===== src/hdl/hdc_consts.svh =====
// register offsets, field positions and reset values of the hottest compare
// block; assumes inclusion from the block's design file only
`ifndef HDC_CONSTS_SVH
`define HDC_CONSTS_SVH

// ************************************************************
// register offsets
// ************************************************************
`define HDC_OFS_EXT1_PMAX_FRAC  8'h4E
`define HDC_OFS_EXT2_PMAX_FRAC  8'h50
`define HDC_OFS_FILTER_SEL      8'h51
`define HDC_OFS_HOT_INT         8'h6A
`define HDC_OFS_HOT_FRAC        8'h6B
`define HDC_OFS_HOT_FLAGS       8'h6C
`define HDC_OFS_HOT_CFG         8'h6D

// ************************************************************
// field positions and reset values
// ************************************************************
`define HDC_FRAC_MSB            7
`define HDC_FRAC_LSB            5
`define HDC_FILTER_MSB          1
`define HDC_FILTER_LSB          0
`define HDC_CFG_REMEMBER_HOT_EN_BIT      5
`define HDC_CFG_EN_MSB          4
`define HDC_RST_CFG             6'h00
`define HDC_RST_FILTER          2'h0
`define HDC_RST_BYTE            8'h00

`endif


===== src/hdl/hdc_pkg.sv =====
// types shared by the hottest compare block
// assumes the constants header sits beside it in hdl/
package hdc_pkg;
  typedef logic [7:0] hdc_byte_t;
  typedef logic [2:0] hdc_frac_t;
  typedef logic [4:0] hdc_chan_t;
  // register port transfer phases
  typedef enum logic [1:0] {
    HDC_IDLE = 2'b01,
    HDC_DONE = 2'b10
  } hdc_acc_e;
endpackage


===== src/hdl/hdc_hottest_regs.sv =====
// hottest-of-five temperature compare with its register window
// assumes a register port driven by the serial interface logic: one-cycle
// read and write strobes with a byte address, data valid with the strobe
//
// Operation
// - period max fraction of external diodes 1, 2 shown in bits 7:5
// - filter select register bits 1:0 set external diode filter level
// - hottest channel integer byte read-only in hottest integer register
// - hottest fraction in bits 7:5, each step 0.125 degrees
// - status bit 4..1 ext diodes 4..1, bit 0 internal, set means hottest
// - five read-write compare enables in config bits 4:0, reset zero
// - remember-hottest bit 5 raises alert when hottest channel changes
`timescale 1ns/10ps
`include "hdc_consts.svh"

module hdc_hottest_regs #(
  parameter int NCHAN = 5                       // internal plus four external
) (
  input  wire logic          clk,               // 100 MHz clock
  input  wire logic          srst,              // sync reset, active high
  input  wire logic          reg_wr,            // register write strobe
  input  wire logic          reg_rd,            // register read strobe
  input  wire logic [7:0]    reg_addr,          // register byte address
  input  wire logic [7:0]    reg_wdata,         // write data
  output logic [7:0]         reg_rdata,         // read data, held after read
  output logic               reg_rvalid,        // read data valid pulse
  input  wire logic          sample_valid,      // new sample set strobe
  input  wire logic [10:0]   temp_in [5],       // {int, frac} per channel
  input  wire logic          pmax_valid,        // period max update strobe
  input  wire logic [2:0]    ext1_pmax_frac_in, // ext 1 period max fraction
  input  wire logic [2:0]    ext2_pmax_frac_in, // ext 2 period max fraction
  output logic [1:0]         filter_level,      // filter level to converter
  output logic               alert              // hottest change alert
);
  import hdc_pkg::*;

  // pick and value functions unroll for exactly five channels
  if (NCHAN != 5) begin : g_nchan_check
    $error("hdc_hottest_regs serves exactly five channels");
  end

  // ************************************************************
  // state and next values
  // ************************************************************
  logic [5:0]  cfg_reg,    cfg_next;
  logic [1:0]  filt_reg,   filt_next;
  hdc_frac_t   pm1_reg,    pm1_next;
  hdc_frac_t   pm2_reg,    pm2_next;
  hdc_byte_t   hint_reg,   hint_next;
  hdc_frac_t   hfrac_reg,  hfrac_next;
  hdc_chan_t   flags_reg,  flags_next;
  logic        alert_reg,  alert_next;
  hdc_byte_t   rdata_reg,  rdata_next;
  logic        rvalid_reg, rvalid_next;
  hdc_acc_e    acc_reg,    acc_next;

  // one-hot pick of the hottest enabled channel; ties keep the lower index
  function automatic hdc_chan_t pick_hot(input hdc_chan_t en,
                                         input logic [10:0] t [5]);
    hdc_chan_t   sel;
    logic [10:0] best;
    sel  = '0;
    best = '0;
    for (int i = 0; i < 5; i++) begin
      if (en[i] && (sel == '0 || t[i] > best)) begin
        sel  = hdc_chan_t'(5'h01 << i);
        best = t[i];
      end
    end
    return sel;
  endfunction

  // value of the channel flagged in a one-hot vector
  function automatic logic [10:0] hot_val(input hdc_chan_t sel,
                                          input logic [10:0] t [5]);
    logic [10:0] v;
    v = '0;
    for (int i = 0; i < 5; i++) begin
      if (sel[i]) begin
        v = t[i];
      end
    end
    return v;
  endfunction

  // ************************************************************
  // next state
  // ************************************************************
  // writes, sample capture and readback; the alert is held until reset or
  // the remember bit is cleared, since no clear path is given elsewhere
  always_comb begin
    hdc_chan_t   pick;
    logic [10:0] hv;
    pick        = pick_hot(cfg_reg[`HDC_CFG_EN_MSB:0], temp_in);
    hv          = hot_val(pick, temp_in);
    cfg_next    = cfg_reg;
    filt_next   = filt_reg;
    pm1_next    = pm1_reg;
    pm2_next    = pm2_reg;
    hint_next   = hint_reg;
    hfrac_next  = hfrac_reg;
    flags_next  = flags_reg;
    alert_next  = alert_reg & cfg_reg[`HDC_CFG_REMEMBER_HOT_EN_BIT];
    rdata_next  = rdata_reg;
    rvalid_next = 1'b0;
    acc_next    = HDC_IDLE;
    if (reg_wr) begin
      case (reg_addr)
        `HDC_OFS_HOT_CFG:    cfg_next  = reg_wdata[5:0];
        `HDC_OFS_FILTER_SEL: filt_next = reg_wdata[1:0];
        default:             cfg_next  = cfg_reg;
      endcase
    end
    if (pmax_valid) begin
      pm1_next = ext1_pmax_frac_in;
      pm2_next = ext2_pmax_frac_in;
    end
    if (sample_valid) begin
      flags_next = pick;
      hint_next  = hv[10:3];
      hfrac_next = hv[2:0];
      if (cfg_reg[`HDC_CFG_REMEMBER_HOT_EN_BIT] && pick != flags_reg) begin
        alert_next = 1'b1;
      end
    end
    if (reg_rd) begin
      rvalid_next = 1'b1;
      acc_next    = HDC_DONE;
      case (reg_addr)
        `HDC_OFS_EXT1_PMAX_FRAC: rdata_next = {pm1_reg, 5'h00};
        `HDC_OFS_EXT2_PMAX_FRAC: rdata_next = {pm2_reg, 5'h00};
        `HDC_OFS_FILTER_SEL:     rdata_next = {6'h00, filt_reg};
        `HDC_OFS_HOT_INT:        rdata_next = hint_reg;
        `HDC_OFS_HOT_FRAC:       rdata_next = {hfrac_reg, 5'h00};
        `HDC_OFS_HOT_FLAGS:      rdata_next = {3'h0, flags_reg};
        `HDC_OFS_HOT_CFG:        rdata_next = {2'h0, cfg_reg};
        default:                 rdata_next = `HDC_RST_BYTE;
      endcase
    end
  end

  // ************************************************************
  // registers
  // ************************************************************
  always_ff @(posedge clk) begin
    if (srst) begin
      cfg_reg    <= `HDC_RST_CFG;
      filt_reg   <= `HDC_RST_FILTER;
      pm1_reg    <= '0;
      pm2_reg    <= '0;
      hint_reg   <= `HDC_RST_BYTE;
      hfrac_reg  <= '0;
      flags_reg  <= '0;
      alert_reg  <= 1'b0;
      rdata_reg  <= `HDC_RST_BYTE;
      rvalid_reg <= 1'b0;
      acc_reg    <= HDC_IDLE;
    end else begin
      cfg_reg    <= cfg_next;
      filt_reg   <= filt_next;
      pm1_reg    <= pm1_next;
      pm2_reg    <= pm2_next;
      hint_reg   <= hint_next;
      hfrac_reg  <= hfrac_next;
      flags_reg  <= flags_next;
      alert_reg  <= alert_next;
      rdata_reg  <= rdata_next;
      rvalid_reg <= rvalid_next;
      acc_reg    <= acc_next;
    end
  end

  // outputs straight from flip-flops
  assign reg_rdata    = rdata_reg;
  assign reg_rvalid   = rvalid_reg;
  assign filter_level = filt_reg;
  assign alert        = alert_reg;
endmodule


===== config.mk =====
export PLATFORM = sky130hd
export DESIGN_NAME = hdc_hottest_regs
export DESIGN_NICKNAME = d
export VERILOG_FILES = /design/src/hdl/hdc_pkg.sv /design/src/hdl/hdc_hottest_regs.sv
export VERILOG_INCLUDE_DIRS = /design/src /design/src/hdl
export SDC_FILE = /design/constraint.sdc
export NUM_CORES = 1
export LEC_CHECK = 0
export BUFFER_PORTS_ARGS = -buffer_cell sky130_fd_sc_hd__buf_2
export CAP_MARGIN = 20
export CORE_UTILIZATION = 30
export DETAILED_ROUTE_END_ITERATION = 6
export PLACE_DENSITY = 0.48
export SYNTH_ARGS = -nofsm -noshare
export SYNTH_HDL_FRONTEND = slang
export SYNTH_SLANG_ARGS = --single-unit
export TNS_END_PERCENT = 1

===== constraint.sdc =====
create_clock -name clk -period 11.9 [get_ports clk]
set_input_delay 3.57 -clock clk [delete_from_list [all_inputs] [get_ports clk]]
set_output_delay 3.57 -clock clk [all_outputs]
set_load 0.01 [all_outputs]

==> results.py, run 1 <==
metrics = {
    "status": {
        "run_status": "completed",
    },
    "detailed_routing": {
        "detailedRoute.firstPassIterationCount": 4,
        "vias_per_cell": 5.33,
        "drt_iter0_drc": 172,
        "routed_wire_length_per_instance_um": 16.6,
        "drc": 0,
        "via_count": 3750,
        "antenna_violating_nets_post_route": 0,
        "routed_wl_mm": 11.7,
    },
    "pwr": {
        "p_seq_share_pct": 39.9,
        "power.density_nw_per_um2": 76.2,
        "portion_of_total_power_attributed_to_the_clock_network_pct": 45.1,
        "power.switching_mw": 0.0850,
        "netSwitchingFraction_pct": 24.8,
        "cellInternalPower_mw": 0.257,
        "leakage_nw": 1.81,
        "ir_drop_mv": 0.0778,
        "combPwrFrac_pct": 15.0,
    },
    "worst_setup_path": {
        "critPathLaunchType": "input port",
        "worst-endpoint-required_ns": 12.06,
        "crit_top_cell": "ha_1",
        "timing.critical_path.arrival_ns": 11.24,
        "slowest_stage_cell_cp": "a21oi_2",
        "path_class": "input port to flop",
        "reg2reg_depth": 32,
        "reg2reg_to": "alert",
        "critPathMaxStageDelay_ns": 0.63,
        "r2r_slack_ns": 3.25,
        "worstPathMaxFanout": 30,
        "worst_setup_path_end_kind": "flop",
        "worstReg2RegStart": "cfg_reg[0]",
    },
    "floorplanning": {
        "die_w_um": 113,
        "row_count": 40,
        "top_level_ports": 95,
        "initial_utilization_pct": 30.8,
        "design.core.area_sq_um": 12000,
        "area_enclosed_by_the_die_boundary_sq_um": 12800,
        "die-height_um": 113,
    },
    "timing": {
        "setup_tns_ns": 0,
        "max-slew-margin-rel_pct": 44.3,
        "holdWs_ns": 0.469,
        "slew_viol_final": 0,
        "worst_pin_slew_ns": 0.834,
        "post-route-period-util_pct": 93.1,
        "setup_viol_count_final": 0,
        "fin_worst_skew_ns": 0.00561,
        "clock.fmax_mhz": 90.3,
        "layout_min_cycle_time_ns": 11.08,
        "rsz0062_at_grt": "false",
        "timing_hold_violations_final": 0,
    },
    "worst_hold_path": {
        "hold_crit_class": "flop to flop",
        "hold_end": "reg_rdata[6]",
        "worst_hold_path.num_cells": 2,
        "hold_path.startpoint": "reg_rdata[6]",
    },
    "global_route": {
        "grt_pass1_wl_mm": 18.5,
        "grt_util_all_layers_pct": 18.5,
        "antenna_violations_before_repair": 0,
        "final_global_route_overflow_total": 0,
        "grt_start_max_net_pins": 41,
        "via_count_of_the_first_global_routing_pass": 3568,
    },
    "clock_tree": {
        "clk-insertion-delay-late_ns": 0.29,
        "clock_path_buffers": 2,
        "cts_made_buffers": 5,
        "tritoncts_clock_tree": "done",
        "ctsHtreeMaxLevel": 2,
        "cts.sinks": 40,
        "cts_hold_buffers": 0,
        "setup_repair_bufs_after_cts": 0,
        "path_clk_slew_ns": 0.06,
        "post_cts_resized": 0,
        "clock_tree.root_cell": "clkbuf_16",
    },
    "synth": {
        "ys_warn_count": 0,
        "ys_seq_elements": 40,
        "synth_cell_types": 55,
        "syn_avg_cell_area_sq_um": 7.78,
        "dominantRegCellSynth": "dfxtp_1",
        "synth_edf_count": 0,
        "synth_cells": 476,
        "synth-seq-area-share_pct": 21.6,
        "syn-num-nets": 603,
        "synthArstFlopShare_pct": 0,
        "post_synth_instance_area_sq_um": 3700,
    },
    "layout": {
        "finalNetCount": 683,
        "diodes": 0,
        "final-instance-count-excl-fill": 704,
        "area.growth.synth_to_final_pct": 21.3,
        "final.fill_count": 1274,
        "post_route_cells_drive_above_1_share_pct": 24.6,
    },
    "placement": {
        "io_buffers": 92,
        "place_inst": 696,
        "place.gp.congestion": 0.829,
        "detailed_place_hpwl_mm": 9.53,
    },
    "job": {
        "max_cap_viol_count": 0,
    },
}
stage by stage:
| step | utilization, % | worst slack [ns] | power [mW] | area [sq um] |
|---|---|---|---|---|
| after CTS | 37.4 | 0.788 | 0.346 | 4490 |
| after detailed placement | 36.0 | 0.505 | 0.191 | 4320 |
| after global placement | 36.0 | 0.572 | 0.190 | 4320 |
| final | 37.4 | 0.823 | 0.342 | 4490 |
| after floorplan | - | 1.47 | 0.165 | 3700 |
| after global routing | 37.4 | 0.0513 | 0.359 | 4490 |
synth_stat cells (all sizes together) (3+ instances only):
master,instances,area [sq um]
inv,24,90.1
o211ai,9,67.6
a221oi,3,26.3
o21a,11,82.6
nand2,55,206
a21o,3,22.5
nand4,21,138
a22oi,5,37.5
o211a,4,40.0
mux2i,22,220
mux2,13,161
a21oi,52,260
dfxtp,40,801
ha,44,551
and3,3,18.8
nor2,44,175
nor2b,9,56.3
nand4b,3,26.3
o21ai,21,105
a211oi,5,50.1
a31o,7,61.3
buf,10,56.3
nand2b,5,31.3
o32ai,4,35.0
clkbuf,19,71.3
nand3,13,65.1
area by class of cell:
class / count / area (sq um) / share of cell area [%]
Inverter: 24 / 90.1 / 2.01
Timing Repair Buffer: 102 / 548 / 12.2
Clock inverter: 3 / 46.3 / 1.03
Sequential cell: 40 / 801 / 17.8
Tap cell: 147 / 184 / 4.10
Multi-Input combinational cell: 383 / 2700 / 60.0
Clock buffer: 5 / 125 / 2.79
worst max path at each step:
| stage | startpoint | end | depth (start not counted) | slack (ns) |
|---|---|---|---|---|
| final | temp_in[48] | alert | 33 | 0.82 |
| after global routing | temp_in[46] | hfrac_reg[1] | 33 | 0.05 |
| after CTS | temp_in[50] | alert | 33 | 0.79 |
| after detailed placement | temp_in[50] | alert | 33 | 0.50 |
| after global placement | temp_in[48] | alert | 33 | 0.57 |
| after floorplan | temp_in[50] | hint_reg[3] | 36 | 1.47 |
worst max-delay path: cells and delay by family:
kind,cells,cell delay (ns)
AO/OA/AOI/OAI,14,3.37
multiplexers,2,0.68
AND/OR/NAND/NOR,8,1.19
adder cells (fa/ha/maj),4,1.23
buffers and inverters,5,1.18
routing by layer:
metal / track usage [%] / share of wire [%] / vias to the layer above
met5: 0 / 0 / -
met4: 4.56 / 1.3 / 0
met3: 2.30 / 3.0 / 11
met2: 30.8 / 47 / 70
met1: 25.2 / 48 / 1763
li1: - / - / 1906
power groups by stage:
stage	clock network [mW]	registers, mW	logic, mW
after floorplan	0	0.139	0.0254
after global placement	0	0.139	0.0507
after detailed placement	0	0.139	0.0513
after CTS	0.158	0.136	0.0516
after global routing	0.165	0.137	0.0579
final	0.155	0.136	0.0513
cell usage in the layout, fill, tap and decap left out, types with 4 or more instances in the layout:
cell type  Yosys  final
a211oi_1       4      4
a21oi_1       52     51
a22oi_1        5      5
a31o_2         6      6
buf_2          3     92
buf_4          4      9
clkbuf_16      0      5
dfxtp_1       40     40
ha_1          44     44
inv_1         24     24
mux2_2         9      9
mux2_4         4      4
mux2i_1       22     22
nand2_1       55     55
nand2b_1       5      5
nand3_1       13     13
nand4_1       20     20
nor2_1        42     42
nor2b_1        9      9
o211a_1        4      4
o211ai_1       9      9
o21a_1        11     11
o21ai_0       21     21
o32ai_1        4      4
logic make-up after synthesis:
| group | count (synthesis) | synth area share [%] |
|---|---|---|
| DFF | 40 | 21.6 |
| xor gates and xnor gates | 2 | 0.473 |
| and+or+nand+nor | 167 | 22.7 |
| muxes | 35 | 10.3 |
| adders and majority gates | 44 | 14.9 |
| buffers and inverters | 53 | 5.88 |
| AOI/OAI and AO/OA | 135 | 24.1 |
No activity file was read; power rests on OpenSTA's default activity.
==> inputs of run 2 (changes only) <==
GPL_TIMING_DRIVEN = 0   (was not set)
==> run 2 against run 1 <==
Die area unchanged. First-iteration DRC count grew 1.7%. Clock skew hardly changed. Critical path depth increased by 4. Sequential cell count did not move. Clock-buffer cell count is 1 higher. Worst setup slack worse by 0.12 ns. Hold slack better by 0.0018 ns. Non-clock buffer count grew 18. Critical endpoint is now hint_reg[7]. Highest routed layer unchanged.
==> results.py, run 2 (synthesis results as in run 1) <==
metrics = {
    "pwr": {
        "leakage_nw": 1.83,
        "ir_drop_mv": 0.0585,
        "power.density_nw_per_um2": 76.5,
        "design_power_total_mw": 0.347,
    },
    "timing": {
        "layout_min_cycle_time_ns": 11.20,
        "max-slew-margin-rel_pct": 53.0,
        "post-route-period-util_pct": 94.1,
        "slew_viol_final": 0,
        "timing_hold_violations_final": 0,
        "setup_tns_ns": 0,
        "worst_pin_slew_ns": 0.698,
        "rsz0062_at_grt": "false",
        "fin_worst_skew_ns": 0.00582,
        "clock.fmax_mhz": 89.3,
        "setup_viol_count_final": 0,
    },
    "global_route": {
        "antenna_violations_before_repair": 0,
        "grt_pass1_wl_mm": 19.3,
        "via_count_of_the_first_global_routing_pass": 3766,
        "grt_start_max_net_pins": 14,
        "final_global_route_overflow_total": 0,
        "grt_util_all_layers_pct": 19.5,
    },
    "layout": {
        "finalNetCount": 701,
        "final.fill_count": 1284,
        "post_route_cells_drive_above_1_share_pct": 23.8,
        "utilization_pct": 37.8,
        "most-common-layout-cells": "buf_2, nand2_1, a21oi_1",
        "mostFrequentLayoutCell": "buf_2",
        "diodes": 0,
        "area.growth.synth_to_final_pct": 22.7,
    },
    "placement": {
        "place.gp.congestion": 0.862,
        "io_buffers": 90,
        "detailed_place_hpwl_mm": 10.4,
    },
    "job": {
        "max_cap_viol_count": 0,
    },
    "detailed_routing": {
        "drc": 0,
        "via_count": 3855,
        "routed_wl_mm": 12.4,
        "antenna_violating_nets_post_route": 0,
        "routed_wire_length_per_instance_um": 17.2,
        "drt_iter0_drc": 175,
        "vias_per_cell": 5.34,
        "detailedRoute.firstPassIterationCount": 5,
    },
    "worst_setup_path": {
        "critPathLaunchType": "input port",
        "path_class": "input port to flop",
        "critPathMaxStageDelay_ns": 0.44,
        "slowest_stage_cell_cp": "o311ai_4",
        "timing.critical_path.arrival_ns": 11.40,
        "worstPathMaxFanout": 10,
        "worst-endpoint-required_ns": 12.10,
        "worst_setup_path_end_kind": "flop",
    },
    "clock_tree": {
        "cts_made_buffers": 5,
        "clk-insertion-delay-late_ns": 0.28,
        "cts_hold_buffers": 0,
        "tritoncts_clock_tree": "done",
        "clock_tree.root_cell": "clkbuf_16",
        "cts.sinks": 40,
        "clock_path_buffers": 2,
        "path_clk_slew_ns": 0.06,
        "ctsHtreeMaxLevel": 2,
    },
    "floorplanning": {
        "die-height_um": 113,
        "area_enclosed_by_the_die_boundary_sq_um": 12800,
        "design.core.area_sq_um": 12000,
        "die_w_um": 113,
        "top_level_ports": 95,
        "initial_utilization_pct": 30.8,
        "row_count": 40,
    },
    "status": {
        "run_status": "completed",
    },
    "worst_hold_path": {
        "hold_crit_class": "flop to flop",
    },
}
run 2: cell types whose count changed in the layout (fill, tap and decap cells not counted), sizes merged:
cell      change
buf           -1
clkbuf       +20
clkinv        +1
clkinvlp      -1
inv           -1
run 2: routing by layer:
metal | share of wire (%) | global-route usage, %
met5 | 0 | 0
met2 | 47 | 33.4
met3 | 3.5 | 2.25
met1 | 47 | 25.5
met4 | 2.5 | 5.88
run 2: through the flow:
| stage | setup slack [ns] | area (sq um) | hold slack (ns) | std cells |
|---|---|---|---|---|
| CTS | 0.0280 | 4510 | 0.474 | 721 |
| global placement | -0.180 | 4340 | 0.460 | 713 |
| finish | 0.699 | 4540 | 0.471 | 722 |
| floorplan | 1.47 | 3700 | 0.457 | 476 |
| detailed placement | -0.253 | 4340 | 0.459 | 713 |
| global route | 0.0600 | 4540 | 0.498 | 722 |
run 2: path summary, 6_finish.rpt:
kind,startpoint,to,slack [ns],cells past startpoint
min reg2reg,reg_rdata[6],reg_rdata[6],0.47,2
max reg2reg,cfg_reg[0],hint_reg[7],2.73,38
max,temp_in[52],hint_reg[7],0.70,37
min,reg_rdata[6],reg_rdata[6],0.47,2
run 2: layout make-up:
class                           count  area, sq um  area share (%)
Timing Repair Buffer               91          458            10.1
Multi-Input combinational cell    383         2700            59.4
Clock inverter                      2         38.8           0.854
Clock buffer                        6          139            3.06
Tap cell                          147          184            4.05
Buffer                             29          133            2.92
Inverter                           24         90.1            1.98
Sequential cell                    40          801            17.6
run 2: what timing repair did:
| action | CTS | global route |
|---|---|---|
| setup buffers | 0 | 1 |
| gates resized for setup | 0 | 11 |
| endpoints found under the setup margin | 0 | 17 |
| hold endpoints to repair | 0 | 0 |
run 2: power by group:
part / leakage (nW) / internal [mW] / total, mW / switching (mW)
Sequential: 0.324 / 0.136 / 0.136 / 0.000870
Clock: 0.0871 / 0.105 / 0.158 / 0.0533
Combinational: 1.42 / 0.0226 / 0.0528 / 0.0302
Total: 1.83 / 0.263 / 0.347 / 0.0844
run 2: critical path: cells and delay by family:
| kind | cells | cell delay (ns) |
|---|---|---|
| AO/OA/AOI/OAI | 14 | 3.16 |
| adder cells (fa/ha/maj) | 4 | 1.28 |
| buffers and inverters | 10 | 1.93 |
| multiplexers | 1 | 0.38 |
| AND/OR/NAND/NOR | 8 | 1.07 |
==> inputs of run 3 (changes only) <==
--- a/config.mk
+++ b/config.mk
@@ -9,4 +9,5 @@
 export BUFFER_PORTS_ARGS = -buffer_cell sky130_fd_sc_hd__buf_2
 export CAP_MARGIN = 20
+export CORE_MARGIN = 2
 export CORE_UTILIZATION = 30
 export DETAILED_ROUTE_END_ITERATION = 6
==> constraint.sdc (replaced) <==
create_clock -name clk -period 11.5 [get_ports clk]
set_input_delay 2.875 -clock clk [delete_from_list [all_inputs] [get_ports clk]]
set_output_delay 2.875 -clock clk [all_outputs]
set_load 0.01 [all_outputs]
==> run 3 against run 2 <==
Critical endpoint unchanged. Critical path depth is the same. Largest power group unchanged. Cell count grew 0.28%. Via count grew 1.5%. Clock-buffer cell count is the same. Largest cell class unchanged. First-iteration DRC count shrank 9.1%. Combinational power grew 4%. Global-route usage shrank 0.56 points. Sequential power grew 4%. Power grew 3.7%.
==> results.py, run 3 (synthesis results as in run 1) <==
metrics = {
    "clock_tree": {
        "path_clk_slew_ns": 0.06,
        "cts_made_buffers": 5,
        "clock_path_buffers": 2,
        "tritoncts_clock_tree": "done",
        "clk-insertion-delay-late_ns": 0.29,
        "ctsHtreeMaxLevel": 2,
        "cts.sinks": 40,
        "clock_tree.root_cell": "clkbuf_16",
    },
    "detailed_routing": {
        "drc": 0,
        "detailedRoute.firstPassIterationCount": 5,
        "vias_per_cell": 5.41,
        "via_count": 3914,
        "drt_iter0_drc": 159,
        "antenna_violating_nets_post_route": 0,
        "routed_wire_length_per_instance_um": 17.6,
        "routed_wl_mm": 12.7,
    },
    "worst_setup_path": {
        "slowest_stage_cell_cp": "a21oi_1",
        "critPathMaxStageDelay_ns": 0.44,
        "cpLargestDelayFamily": "compound AO/OA/AOI/OAI gates",
        "reg2reg_depth": 38,
        "worst_setup_path_end_kind": "flop",
        "crit_cells": 37,
        "worstReg2RegStart": "cfg_reg[0]",
        "worst-endpoint-required_ns": 11.71,
        "path_class": "input port to flop",
        "worstPathMaxFanout": 10,
        "timing.critical_path.arrival_ns": 11.05,
        "critical_path.startpoint": "temp_in[48]",
        "worstPathBufferInverterCount": 9,
        "critPathLaunchType": "input port",
    },
    "global_route": {
        "grt_util_all_layers_pct": 18.9,
        "antenna_violations_before_repair": 0,
        "final_global_route_overflow_total": 0,
        "via_count_of_the_first_global_routing_pass": 3872,
        "grt_start_max_net_pins": 14,
        "grt_pass1_wl_mm": 19.5,
    },
    "timing": {
        "clock.fmax_mhz": 92.2,
        "worst_pin_slew_ns": 0.685,
        "fin_worst_skew_ns": 0.00912,
        "timing_hold_violations_final": 0,
        "post-route-period-util_pct": 94.3,
        "setup_viol_count_final": 0,
        "slew_viol_final": 0,
        "layout_min_cycle_time_ns": 10.84,
        "max-slew-margin-rel_pct": 53.9,
        "postLayoutSetupSlackWorst_ns": 0.658,
        "holdWs_ns": 0.477,
    },
    "layout": {
        "most-common-layout-cells": "buf_2, nand2_1, a21oi_1",
        "final.fill_count": 1306,
        "post_route_cells_drive_above_1_share_pct": 23.2,
        "area.growth.synth_to_final_pct": 22.8,
        "mostFrequentLayoutCell": "buf_2",
        "diodes": 0,
        "finalNetCount": 703,
    },
    "placement": {
        "post-place-ws_ns": 0.110,
        "io_buffers": 90,
        "place.gp.congestion": 0.878,
        "detailed_place_hpwl_mm": 10.6,
    },
    "pwr": {
        "netSwitchingFraction_pct": 24.4,
        "portion_of_total_power_attributed_to_the_clock_network_pct": 45.6,
        "ir_drop_mv": 0.0547,
        "power.switching_mw": 0.0879,
        "leakage_nw": 1.83,
        "p_seq_share_pct": 39.2,
        "cellInternalPower_mw": 0.272,
        "power.density_nw_per_um2": 79.2,
        "combPwrFrac_pct": 15.2,
    },
    "worst_hold_path": {
        "hold_crit_class": "flop to flop",
        "worst_hold_path.num_cells": 2,
        "hold_path.startpoint": "reg_rdata[7]",
    },
    "floorplanning": {
        "initial_utilization_pct": 30.8,
        "design.core.area_sq_um": 12000,
        "row_count": 40,
        "area_enclosed_by_the_die_boundary_sq_um": 13200,
        "die_w_um": 115,
        "top_level_ports": 95,
        "die-height_um": 115,
    },
    "job": {
        "max_cap_viol_count": 0,
    },
    "status": {
        "run_status": "completed",
    },
}
==> run 3: cell count changes in the layout (fill, tap and decap cells not counted), sizes merged <==
cell / change
buf: +2
==> run 3: cell type report <==
type	instances	area (sq um)	share of cell area, %
plain buffers	29	128	2.81
clock buffers	6	139	3.06
clock inverters	2	38.8	0.853
inverters	24	90.1	1.98
multi-input cells	383	2690	59.2
flip-flops and latches	40	801	17.6
well taps	147	184	4.05
repair buffers	93	473	10.4
==> run 3: worst paths after layout <==
path | slack [ns] | to
worst min-delay path | 0.48 | reg_rdata[7]
worst min register to register | 0.48 | reg_rdata[7]
worst max register to register | 1.96 | hint_reg[7]
worst max-delay path | 0.66 | hint_reg[7]
==> run 3: power groups by stage <==
| stage | combinational [mW] | sequential (mW) | clock (mW) |
|---|---|---|---|
| after floorplan | 0.0263 | 0.144 | 0 |
| after global placement | 0.0532 | 0.144 | 0 |
| after detailed placement | 0.0544 | 0.144 | 0 |
| after CTS | 0.0547 | 0.141 | 0.166 |
| after global routing | 0.0622 | 0.141 | 0.172 |
| final | 0.0547 | 0.141 | 0.164 |
==> run 3: timing repair <==
item | 4_1_cts | 5_1_grt
hold endpoints to repair | 0 | 0
setup buffers | 0 | 3
hold buffers | 0 | 0
gates resized for setup | 0 | 1
endpoints found under the setup margin | 0 | 16
==> run 3: metrics by stage <==
step | total power [mW] | instances | util [%] | setup TNS (ns) | cell area [sq um]
2_1_floorplan | 0.170 | 476 | - | 0 | 3700
3_3_place_gp | 0.197 | 713 | 36.1 | 0 | 4340
3_5_place_dp | 0.199 | 713 | 36.1 | 0 | 4340
4_1_cts | 0.362 | 721 | 37.6 | 0 | 4510
5_1_grt | 0.375 | 724 | 37.8 | -0.0118 | 4550
6_report | 0.360 | 724 | 37.8 | 0 | 4550
==> run 3: routing by layer <==
metal / wire, um / GRT usage [%] / vias to the layer above
met3: 502 / 2.32 / 17
met2: 6020 / 32.9 / 91
li1: - / - / 1958
met4: 239 / 5.06 / 0
met1: 5950 / 24.6 / 1848
met5: 0 / 0 / -
==> run 3: worst min-delay path: cells and delay by family, from the launching register on <==
kind	cells	cell delay [ns]
flip-flops	1	0.31
AND/OR/NAND/NOR	1	0.06
AO/OA/AOI/OAI	1	0.05
